==> src/hdl/temp_lut_pkg.sv <==
// constants, register map and state codes of the temperature table datapath
// What this block does
// - two tables, one per channel word
// - copy nonvolatile image before any output
// - code is 12-bit twos complement, 1/16 C
// - result refreshed each conversion, every 25 ms
// - result zero at start, first after 25 ms
// - upper holds bits 3:0, lower bits 7:0
// - highest stored temperature is 127.9375 C
// - table input from sensor or forced code
// - code bits 11:6 address the table
// - each location holds unsigned 4-bit increment
// - reference fixed at 24 C, offset there
// - above reference, add summed increments to offset
// - below reference, subtract summed increments
// - interpolate with low six bits over 64
// - 12-bit result goes to channel converter
// - invert bit swaps add and subtract
// - below: offset minus sum plus fraction, signed
// - one register per location, -28 C first
package temp_lut_pkg;
    // register byte offsets
    localparam logic [11:0] OFS_CODE_UPPER = 12'h000;
    localparam logic [11:0] OFS_CODE_LOWER = 12'h004;
    localparam logic [11:0] OFS_FORCE_UPPER = 12'h008;
    localparam logic [11:0] OFS_FORCE_LOWER = 12'h00C;
    localparam logic [11:0] OFS_MODE = 12'h010;
    localparam logic [11:0] OFS_STATUS = 12'h014;
    localparam logic [11:0] OFS_OFFSET0_HIGH = 12'h018;
    localparam logic [11:0] OFS_OFFSET0_LOW = 12'h01C;
    localparam logic [11:0] OFS_OFFSET1_HIGH = 12'h020;
    localparam logic [11:0] OFS_OFFSET1_LOW = 12'h024;
    localparam logic [11:0] OFS_WORD0 = 12'h028;
    localparam logic [11:0] OFS_WORD1 = 12'h02C;
    localparam logic [3:0] TABLE0_PAGE = 4'h1;
    localparam logic [3:0] TABLE1_PAGE = 4'h2;
    // field positions
    localparam int POL_BIT = 7;
    localparam int FORCE_BIT = 0;
    localparam int BOOT_BIT = 0;
    // reset values
    localparam logic [11:0] CODE_RESET = 12'h000;
    localparam logic [11:0] FORCE_RESET = 12'h000;
    localparam logic [11:0] WORD_RESET = 12'h000;
    localparam logic [11:0] WORD_MAX = 12'hFFF;
    // table geometry: 24 C is location 6, -28 C is location -7
    localparam logic [6:0] REF_LOCATION = 7'h06;
    localparam logic [5:0] FLOOR_LOCATION = 6'h39;
    localparam logic [6:0] FLOOR_STEP = 7'h73;
    localparam logic [6:0] BELOW_BIAS = 7'h0D;
    localparam logic [6:0] ABOVE_BIAS = 7'h0C;
    // conversion timing
    localparam int CLK_HZ = 40_000_000;
    localparam int CONV_TIME_MS = 25;
    localparam int CONV_CYCLES = CLK_HZ / 1000 * CONV_TIME_MS;
    // bus answers
    localparam logic [1:0] RESP_OKAY = 2'h0;
    localparam logic [1:0] RESP_SLVERR = 2'h2;
    // sequencer states
    typedef enum logic [4:0] {
        S_BOOT = 5'h01,
        S_LOAD = 5'h02,
        S_STEP = 5'h04,
        S_FRAC = 5'h08,
        S_OUT = 5'h10
    } calc_state_t;
endpackage

==> src/hdl/temp_lut_interpolator.sv <==
// two-channel temperature table interpolator with an AXI4-Lite slave
`timescale 1ns/1ps
`default_nettype none
module temp_lut_interpolator
    import temp_lut_pkg::*;
#(
    parameter int CONV_PERIOD = CONV_CYCLES,
    parameter logic [255:0] NV_TABLE0 = '0,
    parameter logic [255:0] NV_TABLE1 = '0,
    parameter logic [11:0] NV_OFFSET0 = 12'h800,
    parameter logic [11:0] NV_OFFSET1 = 12'h800,
    parameter logic NV_INVERT0 = 1'b0,
    parameter logic NV_INVERT1 = 1'b0
) (
    input wire logic mclk,
    input wire logic reset_n,
    input wire logic [11:0] sensorCode,
    input wire logic [11:0] awaddr,
    input wire logic awvalid,
    output logic awready,
    input wire logic [31:0] wdata,
    input wire logic [3:0] wstrb,
    input wire logic wvalid,
    output logic wready,
    output logic [1:0] bresp,
    output logic bvalid,
    input wire logic bready,
    input wire logic [11:0] araddr,
    input wire logic arvalid,
    output logic arready,
    output logic [31:0] rdata,
    output logic [1:0] rresp,
    output logic rvalid,
    input wire logic rready,
    output logic [11:0] convWord0,
    output logic [11:0] convWord1,
    output logic wordValid
);
    // map check shared by read and write sides
    function automatic logic isMapped(input logic [11:0] a);
        return (a[1:0] == 2'h0) && ((a <= OFS_WORD1) ||
            (a[11:8] == TABLE0_PAGE) || (a[11:8] == TABLE1_PAGE));
    endfunction

    // table position of increment j: -13..-1 -> 0..12, 1.. -> 13..
    function automatic logic [5:0] incAddr(input logic [6:0] j);
        logic [6:0] s;
        s = j[6] ? (j + BELOW_BIAS) : (j + ABOVE_BIAS);
        return s[5:0];
    endfunction

    // offset plus or minus integer part of the sum, saturated
    function automatic logic [11:0] outWord(input logic [11:0] reference_offset_value,
                                            input logic [15:0] acc,
                                            input logic add);
        logic signed [15:0] v;
        v = add ? $signed({4'h0, reference_offset_value}) + $signed({6'h0, acc[15:6]})
                : $signed({4'h0, reference_offset_value}) - $signed({6'h0, acc[15:6]});
        if (v < 0) return WORD_RESET;
        if (v > $signed({4'h0, WORD_MAX})) return WORD_MAX;
        return v[11:0];
    endfunction

    logic [3:0] inc0 [0:63]; // channel 0 increments, 4 bits each
    logic [3:0] inc1 [0:63]; // channel 1 increments
    logic [11:0] sensorMeta; // first stage, read only by next stage
    logic [11:0] sensorSync; // second stage
    logic [31:0] convCount; // conversion period timer
    logic [11:0] thermalCode; // latest conversion result
    logic [11:0] forcedCode; // software-supplied code
    logic forceEn; // table input from forced code
    logic [11:0] offset0; // channel 0 output at 24 C
    logic [11:0] offset1;
    logic invert0; // channel 0 slope reversal
    logic invert1;
    calc_state_t state;
    logic [5:0] bootIdx; // copy pointer into the image
    logic [5:0] stepIdx; // current interval being summed
    logic [5:0] steps; // intervals between reference and target
    logic above; // target at or above reference
    logic [5:0] interp_fraction_bits; // interpolation fraction bits
    logic [15:0] acc0; // sum in 1/64 units
    logic [15:0] acc1;
    logic awHeld; // write address taken, waiting for data
    logic [11:0] awAddrHeld;
    logic wHeld; // write data taken, waiting for address
    logic [31:0] wdataHeld;
    logic [3:0] wstrbHeld;

    // ---- table input selection and location arithmetic ----
    wire logic convTick = (convCount == 32'(CONV_PERIOD - 1));
    wire logic [11:0] tempIn = forceEn ? forcedCode : thermalCode;
    wire logic [5:0] location = tempIn[11:6];
    wire logic belowFloor = $signed(location) < $signed(FLOOR_LOCATION);
    // distance from the 24 C reference; below -28 C no table exists
    wire logic [6:0] kVal = belowFloor ? FLOOR_STEP
                          : ({location[5], location} - REF_LOCATION);
    wire logic [6:0] kNeg = 7'h00 - kVal;
    wire logic aboveNow = !kVal[6];
    wire logic [5:0] stepsNow = aboveNow ? kVal[5:0] : kNeg[5:0];
    wire logic [6:0] fracJ = above ? ({1'b0, steps} + 7'h01)
                                   : (7'h00 - {1'b0, steps});
    wire logic [6:0] stepJ = above ? {1'b0, stepIdx}
                                   : (7'h00 - {1'b0, stepIdx});
    wire logic [6:0] curJ = (state == S_FRAC) ? fracJ : stepJ;
    wire logic [5:0] curAddr = incAddr(curJ);
    wire logic [3:0] delta0 = inc0[curAddr];
    wire logic [3:0] delta1 = inc1[curAddr];
    // operands widened first so the product keeps all ten bits
    wire logic [9:0] part0 = {4'h0, interp_fraction_bits} * {6'h0, delta0};
    wire logic [9:0] part1 = {4'h0, interp_fraction_bits} * {6'h0, delta1};

    // ---- bus write side ----
    assign awready = !awHeld && !bvalid;
    assign wready = !wHeld && !bvalid;
    wire logic doWrite = awHeld && wHeld && !bvalid;
    wire logic lane0 = wstrbHeld[0];
    wire logic bootBusy = (state == S_BOOT);
    wire logic wrTab0 = (awAddrHeld[11:8] == TABLE0_PAGE);
    wire logic wrTab1 = (awAddrHeld[11:8] == TABLE1_PAGE);
    wire logic [5:0] wrIdx = awAddrHeld[7:2];

    // ---- bus read mux ----
    wire logic [5:0] rdIdx = araddr[7:2];
    wire logic [31:0] rdWord =
        (araddr == OFS_CODE_UPPER) ? {28'h0, thermalCode[11:8]} :
        (araddr == OFS_CODE_LOWER) ? {24'h0, thermalCode[7:0]} :
        (araddr == OFS_FORCE_UPPER) ? {28'h0, forcedCode[11:8]} :
        (araddr == OFS_FORCE_LOWER) ? {24'h0, forcedCode[7:0]} :
        (araddr == OFS_MODE) ? {31'h0, forceEn} :
        (araddr == OFS_STATUS) ? {31'h0, !bootBusy} :
        (araddr == OFS_OFFSET0_HIGH) ? {24'h0, invert0, 3'h0,
                                        offset0[11:8]} :
        (araddr == OFS_OFFSET0_LOW) ? {24'h0, offset0[7:0]} :
        (araddr == OFS_OFFSET1_HIGH) ? {24'h0, invert1, 3'h0,
                                        offset1[11:8]} :
        (araddr == OFS_OFFSET1_LOW) ? {24'h0, offset1[7:0]} :
        (araddr == OFS_WORD0) ? {20'h0, convWord0} :
        (araddr == OFS_WORD1) ? {20'h0, convWord1} :
        (araddr[11:8] == TABLE0_PAGE) ? {28'h0, inc0[rdIdx]} :
        (araddr[11:8] == TABLE1_PAGE) ? {28'h0, inc1[rdIdx]} : 32'h0;
    assign arready = !rvalid;

    // sensor pins are asynchronous: two stages before use
    always_ff @(posedge mclk or negedge reset_n) begin
        if (!reset_n) begin
            sensorMeta <= CODE_RESET;
            sensorSync <= CODE_RESET;
        end else begin
            sensorMeta <= sensorCode;
            sensorSync <= sensorMeta;
        end
    end

    // conversion timer; result zero until the first period ends
    always_ff @(posedge mclk or negedge reset_n) begin
        if (!reset_n) begin
            convCount <= 32'h0;
            thermalCode <= CODE_RESET;
        end else if (convTick) begin
            convCount <= 32'h0;
            // twos complement 12 bits cannot pass 127.9375 C
            thermalCode <= sensorSync;
        end else begin
            convCount <= convCount + 32'h1;
        end
    end

    // table memory: image copy at start, then software writes
    always_ff @(posedge mclk) begin
        if (bootBusy) begin
            inc0[bootIdx] <= NV_TABLE0[{bootIdx, 2'h0} +: 4];
            inc1[bootIdx] <= NV_TABLE1[{bootIdx, 2'h0} +: 4];
        end else if (doWrite && lane0 && wrTab0) begin
            inc0[wrIdx] <= wdataHeld[3:0];
        end else if (doWrite && lane0 && wrTab1) begin
            inc1[wrIdx] <= wdataHeld[3:0];
        end
    end

    // configuration registers; image copy beats software writes
    always_ff @(posedge mclk or negedge reset_n) begin
        if (!reset_n) begin
            forcedCode <= FORCE_RESET;
            forceEn <= 1'b0;
            offset0 <= WORD_RESET;
            offset1 <= WORD_RESET;
            invert0 <= 1'b0;
            invert1 <= 1'b0;
        end else if (bootBusy) begin
            offset0 <= NV_OFFSET0;
            offset1 <= NV_OFFSET1;
            invert0 <= NV_INVERT0;
            invert1 <= NV_INVERT1;
        end else if (doWrite && lane0) begin
            case (awAddrHeld)
                OFS_FORCE_UPPER: forcedCode[11:8] <= wdataHeld[3:0];
                OFS_FORCE_LOWER: forcedCode[7:0] <= wdataHeld[7:0];
                OFS_MODE: forceEn <= wdataHeld[FORCE_BIT];
                OFS_OFFSET0_HIGH: begin
                    offset0[11:8] <= wdataHeld[3:0];
                    invert0 <= wdataHeld[POL_BIT];
                end
                OFS_OFFSET0_LOW: offset0[7:0] <= wdataHeld[7:0];
                OFS_OFFSET1_HIGH: begin
                    offset1[11:8] <= wdataHeld[3:0];
                    invert1 <= wdataHeld[POL_BIT];
                end
                OFS_OFFSET1_LOW: offset1[7:0] <= wdataHeld[7:0];
                default: ; // read-only or table: nothing here
            endcase
        end
    end

    // write channel capture: address and data in either order
    always_ff @(posedge mclk or negedge reset_n) begin
        if (!reset_n) begin
            awHeld <= 1'b0;
            wHeld <= 1'b0;
            awAddrHeld <= 12'h000;
            wdataHeld <= 32'h0;
            wstrbHeld <= 4'h0;
            bvalid <= 1'b0;
            bresp <= RESP_OKAY;
        end else begin
            if (awvalid && awready) begin
                awHeld <= 1'b1;
                awAddrHeld <= awaddr;
            end
            if (wvalid && wready) begin
                wHeld <= 1'b1;
                wdataHeld <= wdata;
                wstrbHeld <= wstrb;
            end
            if (doWrite) begin
                // both parts present: commit and answer
                awHeld <= 1'b0;
                wHeld <= 1'b0;
                bvalid <= 1'b1;
                bresp <= isMapped(awAddrHeld) ? RESP_OKAY : RESP_SLVERR;
            end else if (bvalid && bready) begin
                bvalid <= 1'b0;
            end
        end
    end

    // read channel: registered answer one edge after the address
    always_ff @(posedge mclk or negedge reset_n) begin
        if (!reset_n) begin
            rvalid <= 1'b0;
            rdata <= 32'h0;
            rresp <= RESP_OKAY;
        end else if (arvalid && arready) begin
            rvalid <= 1'b1;
            rdata <= rdWord;
            rresp <= isMapped(araddr) ? RESP_OKAY : RESP_SLVERR;
        end else if (rvalid && rready) begin
            rvalid <= 1'b0;
        end
    end

    // sequencer: boot copy, then endless walk from the reference;
    // one interval per cycle trades speed for one adder per channel
    always_ff @(posedge mclk or negedge reset_n) begin
        if (!reset_n) begin
            state <= S_BOOT;
            bootIdx <= 6'h00;
            stepIdx <= 6'h00;
            steps <= 6'h00;
            above <= 1'b1;
            interp_fraction_bits <= 6'h00;
            acc0 <= 16'h0;
            acc1 <= 16'h0;
            convWord0 <= WORD_RESET;
            convWord1 <= WORD_RESET;
            wordValid <= 1'b0;
        end else begin
            case (state)
                S_BOOT: begin
                    // no output before the whole image is in place
                    bootIdx <= bootIdx + 6'h01;
                    if (bootIdx == 6'h3F) begin
                        state <= S_LOAD;
                    end
                end
                S_LOAD: begin
                    // freeze the input code for this pass
                    above <= aboveNow;
                    steps <= stepsNow;
                    interp_fraction_bits <= belowFloor ? 6'h00 : tempIn[5:0];
                    stepIdx <= 6'h01;
                    acc0 <= 16'h0;
                    acc1 <= 16'h0;
                    state <= (stepsNow == 6'h00) ? S_FRAC : S_STEP;
                end
                S_STEP: begin
                    // whole increments between reference and target
                    acc0 <= acc0 + {6'h0, delta0, 6'h00};
                    acc1 <= acc1 + {6'h0, delta1, 6'h00};
                    if (stepIdx == steps) begin
                        state <= S_FRAC;
                    end else begin
                        stepIdx <= stepIdx + 6'h01;
                    end
                end
                S_FRAC: begin
                    if (above) begin
                        // part of the next interval above
                        acc0 <= acc0 + {6'h0, part0};
                        acc1 <= acc1 + {6'h0, part1};
                    end else begin
                        // sum never smaller than the part removed
                        acc0 <= acc0 - {6'h0, part0};
                        acc1 <= acc1 - {6'h0, part1};
                    end
                    state <= S_OUT;
                end
                S_OUT: begin
                    // fraction truncated, sign set by side and slope
                    convWord0 <= outWord(offset0, acc0,
                                         above ^ invert0);
                    convWord1 <= outWord(offset1, acc1,
                                         above ^ invert1);
                    wordValid <= 1'b1;
                    state <= S_LOAD;
                end
                default: state <= S_BOOT;
            endcase
        end
    end
endmodule
`default_nettype wire

==> config.mk <==
export PLATFORM = sky130hd
export DESIGN_NAME = temp_lut_interpolator
export DESIGN_NICKNAME = d
export VERILOG_FILES = /design/src/hdl/temp_lut_pkg.sv /design/src/hdl/temp_lut_interpolator.sv
export SDC_FILE = /design/constraint.sdc
export NUM_CORES = 2
export LEC_CHECK = 0
export ABC_AREA = 1
export BUFFER_PORTS_ARGS = -buffer_cell sky130_fd_sc_hd__buf_2
export CAP_MARGIN = 20
export CORE_ASPECT_RATIO = 0.8
export CORE_MARGIN = 5
export CORE_UTILIZATION = 57
export CTS_BUF_LIST = sky130_fd_sc_hd__clkbuf_16
export CTS_CLUSTER_DIAMETER = 30
export CTS_CLUSTER_SIZE = 40
export DETAILED_ROUTE_END_ITERATION = 8
export GPL_ROUTABILITY_DRIVEN = 0
export PLACE_DENSITY_LB_ADDON = 0.25
export SLEW_MARGIN = 20
export SYNTH_ARGS = -nofsm -noshare
export SYNTH_HDL_FRONTEND = slang
export SYNTH_SLANG_ARGS = --single-unit
==> constraint.sdc <==
create_clock -name mclk -period 7.11 [get_ports mclk]
set_input_delay 0.711 -clock mclk [delete_from_list [all_inputs] [get_ports mclk]]
set_output_delay 0.711 -clock mclk [all_outputs]
set_load 0.02 [all_outputs]
# == Word-level counts from Yosys, hierarchy flattened ==
# Memories as Yosys holds them, arrays and structs flattened.
# Index checks and enable logic that the tools add are counted.
# classes
n_reduce_logical,50
add_sub_neg,20
mul,2
mux,92
shifts,1
order_cmp,7
n_bitwise,3
n_eq_ne,33
# op_table
operator,count
two-way mux 12 bit,25
"variable part select 256 x 9 -> 4 bit, first input constant",1
case mux 16 bit (3 select lines),2
"== test 12 x 5 -> 1 bit, second input constant",7
"== test 12 x 6 -> 1 bit, second input constant",6
adder 16 x 10 -> 16 bit,4
two-way mux 16 bit,4
"== test 12 x 4 -> 1 bit, second input constant",4
two-way mux 6 bit,6
two-way mux 1 bit,35
"adder 32 x 1 -> 32 bit, second input constant",1
"== test 32 x 20 -> 1 bit, second input constant",1
"greater-than comparator 16 x 13 -> 1 bit, second input constant",2
"< comparator 16 x 1 -> 1 bit, second input constant",2
two-way mux 32 bit,1
subtractor 16 x 10 -> 16 bit,2
two-way mux 4 bit,7
two-way mux 7 bit,4
adder 12 x 10 -> 13 bit,2
subtractor 12 x 10 -> 13 bit,2
case mux 5 bit (5 select lines),1
"less-or-equal comparator 12 x 6 -> 1 bit, second input constant",2
multiplier 6 x 4 -> 10 bit,2
nonzero test 2 bit,10
other kinds (35),75
# totals
out_inout_bits,66
mem_count,2
reg_bits,255
wordCells,244
in_bits,79
ramBits,512
# memory_table
memory,depth,width,rd,rd_clocked_by_memory_dff,wr,line_no,text
inc0,64,4,2,0,1,temp_lut_interpolator.sv:64,logic [3:0] inc0 [0:63];
inc1,64,4,2,0,1,temp_lut_interpolator.sv:65,logic [3:0] inc1 [0:63];

# == Depth between registers and ports, before layout ==
# logic_depth
word_depth,15
depth_mapped,49
mapped_depth_nobuf,46

# == Worst setup path after synthesis ==
# No wires, ideal clock.
# synth_timing
path_kind,register to register
from,reg stepIdx[0]
to,reg acc0[15]
arrival_time_ps,6851
setup_ps,128
n_path_buf,2
slack_ps,131
path_stages_with_launch,44
period_less_slack_ps,6979
cell_sequence,dfrtp_1 -> inv_1 -> ha_1 -> nor2_1 -> xor2_1 -> o21ai_4 -> ha_1 -> or2_2 -> nand2_2 -> buf_2 -> buf_2 -> nand3_1 -> nand3_1 -> nand3_1 -> nand2_2 -> nor2_1 -> fa_1 -> inv_1 -> [8 not listed] -> nor2_1 -> nor2_1 -> xor2_1 -> nand2_1 -> nor2_1 -> nand3_1 -> nand2_1 -> inv_1 -> ha_1 -> inv_1 -> nor3_1 -> a2111oi_0 -> nand2_1 -> xor2_1 -> inv_1 -> nand3_1 -> nand3_1 -> nand3_1
# synth_between
elab_chain_cells,10
word_cells_on_any_way,13
cone_classes,6 x add/sub; 1 x mul; 5 x mux; 1 x memory
# synth_rtl
item,line_no,text
"start, declared",temp_lut_interpolator.sv:78,logic [5:0] stepIdx;
"start signal, assigned",temp_lut_interpolator.sv:303,stepIdx <= stepIdx + 6'h01;
subtractor 1 x 6 -> 7 bit,temp_lut_interpolator.sv:104,": (7'h00 - {1'b0, stepIdx});"
two-way mux 7 bit *,temp_lut_interpolator.sv:103,"wire logic [6:0] stepJ = above ? {1'b0, stepIdx}"
two-way mux 7 bit *,temp_lut_interpolator.sv:105,wire logic [6:0] curJ = (state == S_FRAC) ? fracJ : stepJ;
adder 6 x 4 -> 6 bit,temp_lut_interpolator.sv:48,s = j[6] ? (j + BELOW_BIAS) : (j + ABOVE_BIAS);
two-way mux 6 bit *,temp_lut_interpolator.sv:48,
memory (64 x 4 bit) *,--,
multiplier 6 x 4 -> 10 bit,temp_lut_interpolator.sv:110,"wire logic [9:0] part0 = {4'h0, interp_fraction_bits} * {6'h0, delta0};"
subtractor 16 x 10 -> 16 bit or adder 16 x 10 -> 16 bit (tied branches),"temp_lut_interpolator.sv:313, temp_lut_interpolator.sv:309",
two-way mux 16 bit,temp_lut_interpolator.sv:307,if (above) begin
case mux 16 bit (3 select lines) *,temp_lut_interpolator.sv:278,case (state)
"end signal, assigned",temp_lut_interpolator.sv:298,"acc0 <= acc0 + {6'h0, delta0, 6'h00};"
"end signal, assigned",temp_lut_interpolator.sv:309,"acc0 <= acc0 + {6'h0, part0};"
"end signal, assigned",temp_lut_interpolator.sv:313,"acc0 <= acc0 - {6'h0, part0};"
"end, declared",temp_lut_interpolator.sv:82,logic [15:0] acc0;
# Mark *: on every way between the ends. The rest lies on a longest branch, timed or not.
# A chain may end at the register's enable or synchronous reset.

# == Worst setup path in the final report ==
# layout_timing
from,reg above
to,reg acc0[15]
# layout_between
elab_chain_cells,9
word_cells_on_any_way,13
cone_classes,5 x add/sub; 1 x mul; 6 x mux; 1 x memory
# layout_rtl
item,line_no,text
"start, declared",temp_lut_interpolator.sv:80,logic above;
"start signal, assigned",temp_lut_interpolator.sv:288,above <= aboveNow;
two-way mux 7 bit (on tied branches),"temp_lut_interpolator.sv:103, temp_lut_interpolator.sv:101",
two-way mux 7 bit,temp_lut_interpolator.sv:105,
adder 6 x 4 -> 6 bit,temp_lut_interpolator.sv:48,
two-way mux 6 bit,temp_lut_interpolator.sv:48,
memory (64 x 4 bit),--,
multiplier 6 x 4 -> 10 bit,temp_lut_interpolator.sv:110,
subtractor 16 x 10 -> 16 bit or adder 16 x 10 -> 16 bit (tied branches),"temp_lut_interpolator.sv:313, temp_lut_interpolator.sv:309",
two-way mux 16 bit,temp_lut_interpolator.sv:307,
case mux 16 bit (3 select lines) *,temp_lut_interpolator.sv:278,
# Marks and branches as above.

==> flow_metrics.tcl <==
set metrics [dict create \
    status "finished with violations" \
    violations "setup timing" \
    startpoint_type "register" \
    numCtsBuffers 132 \
    grt_pass1_wl_mm 214 \
    synth_seq_cells 745 \
    hold_violations 0 \
    multi_input_comb_area_um2 19300 \
    num_vias 40000 \
    seq_area_frac_synth_pct 50.4 \
    post-route-min-period_ns 7.57 \
    synth.cell_area_um2 42000 \
    fin_nets 5464 \
    netlist-cell-type-count 70 \
    ys_warn_count 0 \
    slowest_delay_ns 0.60 \
    final_common_cell "nand2_1" \
    first_global_vias 37000 \
    critical_path_arrival_ns 8.18 \
    port-buffer-count 95 \
    synth_top_area_share_pct 36.6 \
    cp_max_fo 29 \
    syn_area_per_cell_um2 8.76 \
    ioPinCount 145 \
    drv_slew 0 \
    crit_type "register to register" \
    grt_usage_pct 34.9 \
    drt_wl_total_mm 149 \
    cts_buffer_depth 3 \
    crit_buf_inv 10 \
    synth_area_leaders "edfxtp_1 (37%), dfrtp_1 (14%), nand2_1 (9.2%)" \
    slew_headroom_pct 21.5 \
    drive_gt1_share_pct 20.3 \
    route.detailed.wl_per_inst_um 23.7 \
    area_growth_pct 25.8 \
    grt_max_degree 129 \
    holdCritPathClass "primary input to asynchronous set/reset pin" \
    antenna_found_initial 0 \
    core_area_um2 73400 \
    crit_required_ns 7.72 \
    dieArea_um2 79300 \
    setup_tns_ns -1.97 \
    h-tree-depth 4 \
    placement_rows 89 \
    cts_tree "done" \
    p_per_area_nw_per_um2 218 \
    p_leak_nw 22.9 \
    finalCritPeriodShare_pct 106 \
    critPathTopFamily "adder cells" \
    die_w_um 314 \
    rsz0062_at_grt "yes" \
    seqCellArea_um2 21200 \
    remaining_drc_errors 0 \
    synthArstFlopShare_pct 31.3 \
    worst_slew_pin_slew_ns 1.17 \
    firstDrtPassIters 8 \
    cts.sinks 745 \
    synth_top_cell_by_area "edfxtp_1" \
    crit_top_cell "nand3_1" \
    skew_ns 0.0451 \
    irDropWorstVdd_uv 247 \
    clk_pin_slew_ns 0.04 \
    fill_cells 5060 \
    placedInstanceArea_um2 45300 \
    worstSkewPairLatency_ns 0.75 \
    dpl.hpwl_mm 91.7 \
    endpoint_kind "register" \
    fin_area_um2 52900 \
    slowest_stage "dfstp_2" \
    finalSetupViolations 11 \
    gr-total-overflow 0 \
    start_util_pct 57.3 \
    drv_cap 0 \
    ys.flop_type "edfxtp_1" \
    layout_setup_ws_ns -0.460 \
    drt-initial-drc-count 6116 \
    layout_common_cells "nand2_1 (983), edfxtp_1 (512), inv_1 (470), nor2_1 (433), nand3_1 (404)" \
    synth_edf_count 512 \
    cts_root_buffer "clkbuf_16" \
    diodes 0 \
    dieHeight_um 253 \
    netlist_instances 4802 \
    vias_per_cell 6.36 \
    antenna_left 0 \
    clock.fmax_ghz 0.132 \
]
## report_power, final
part / switching, mW / internal (mW)
registers: 0.0643 / 4.68
logic: 0.407 / 0.152
clock network: 2.29 / 3.95
## area by class of cell
class | instances | area share, %
Tap cell | 955 | 2.26
Clock inverter | 99 | 1.82
Timing Repair Buffer | 520 | 9.14
Multi-Input combinational cell | 3340 | 36.5
Inverter | 500 | 3.62
Sequential cell | 745 | 40.1
Timing Repair inverter | 1 | 0.0307
Clock buffer | 137 | 6.48
## synth_stat cells (all sizes together), types with 56 or more instances
library cell and instances:
inv 492, nor3 82, nand3 448, nand4 56
buf 139, edfxtp 512, nor2 483, a21oi 165
a22oi 128, o21ai 319, o22ai 118, dfrtp 231
clkbuf 99, ha 121, nand2 1045, xor2 67
## per-stage QoR
step	cells	total power, mW	hold WS [ns]	utilization, %	worst slack, ns
after floorplan	4823	5.13	0.331	-	0.131
after global placement	5933	5.34	0.333	61.7	-0.275
after detailed placement	5933	5.35	0.335	61.7	-0.318
after CTS	6235	11.5	0.0445	69.6	-0.140
after global routing	6297	11.8	0.0625	72.1	-0.669
final	6297	11.6	0.0298	72.1	-0.460
## cells by family after synthesis
kind of cell             after synthesis  share of synthesized area [%]
AND/OR/NAND/NOR                     2166                           21.9
AO/OA/AOI/OAI                        914                           13.4
flip-flops                           745                           50.4
buffers and inverters                738                           7.42
adder cells (fa/ha/maj)              145                           4.74
XOR/XNOR                              78                           1.71
multiplexers                          15                          0.384
other                                  1                        0.00892
## per-layer routing
metal,up-vias,part of all wire [%],track usage (%)
li1,17500,-,-
met1,18600,37,48.5
met2,3214,42,49.9
met3,717,16,10.9
met4,0,5.8,17.1
met5,-,0,0
## timing repair
action                                  in CTS  in global routing
gates resized for setup                    132                317
gates cloned                                12                  8
buffers inserted                            54                 62
endpoints found under the setup margin      13                 19
hold buffers                                 0                  0
pin swaps                                   98                146
## worst register-to-register path, delay by kind of cell, from the launching register on
kind / cells / cell delay, ns
xor gates and xnor gates: 3 / 0.59
adders and majority gates: 5 / 1.85
DFF: 1 / 0.60
AOI/OAI and AO/OA: 9 / 1.46
buffers and inverters: 10 / 1.11
and+or+nand+nor: 17 / 1.81
## state kept, by name, indices dropped and copies added (netlist names), 16 cells and up
signal / cells
inc0: 256
inc1: 256
convCount: 32
acc0: 16
acc1: 16
## path summary, 6_finish.rpt
| check | start | endpoint | slack (ns) | cells past startpoint |
|---|---|---|---|---|
| max | above | acc0[15] | -0.46 | 44 |
| min | reset_n | acc1[15] | 0.03 | 1 |
| max reg2reg | above | acc0[15] | -0.46 | 44 |
| min reg2reg | sensorMeta[7] | sensorSync[7] | 0.34 | 0 |
| max in group asynchronous | reset_n | convCount[31] | 5.81 | 2 |
| min in group mclk | sensorCode[0] | sensorMeta[0] | 0.08 | 1 |
(Power assumes the default switching activity.)
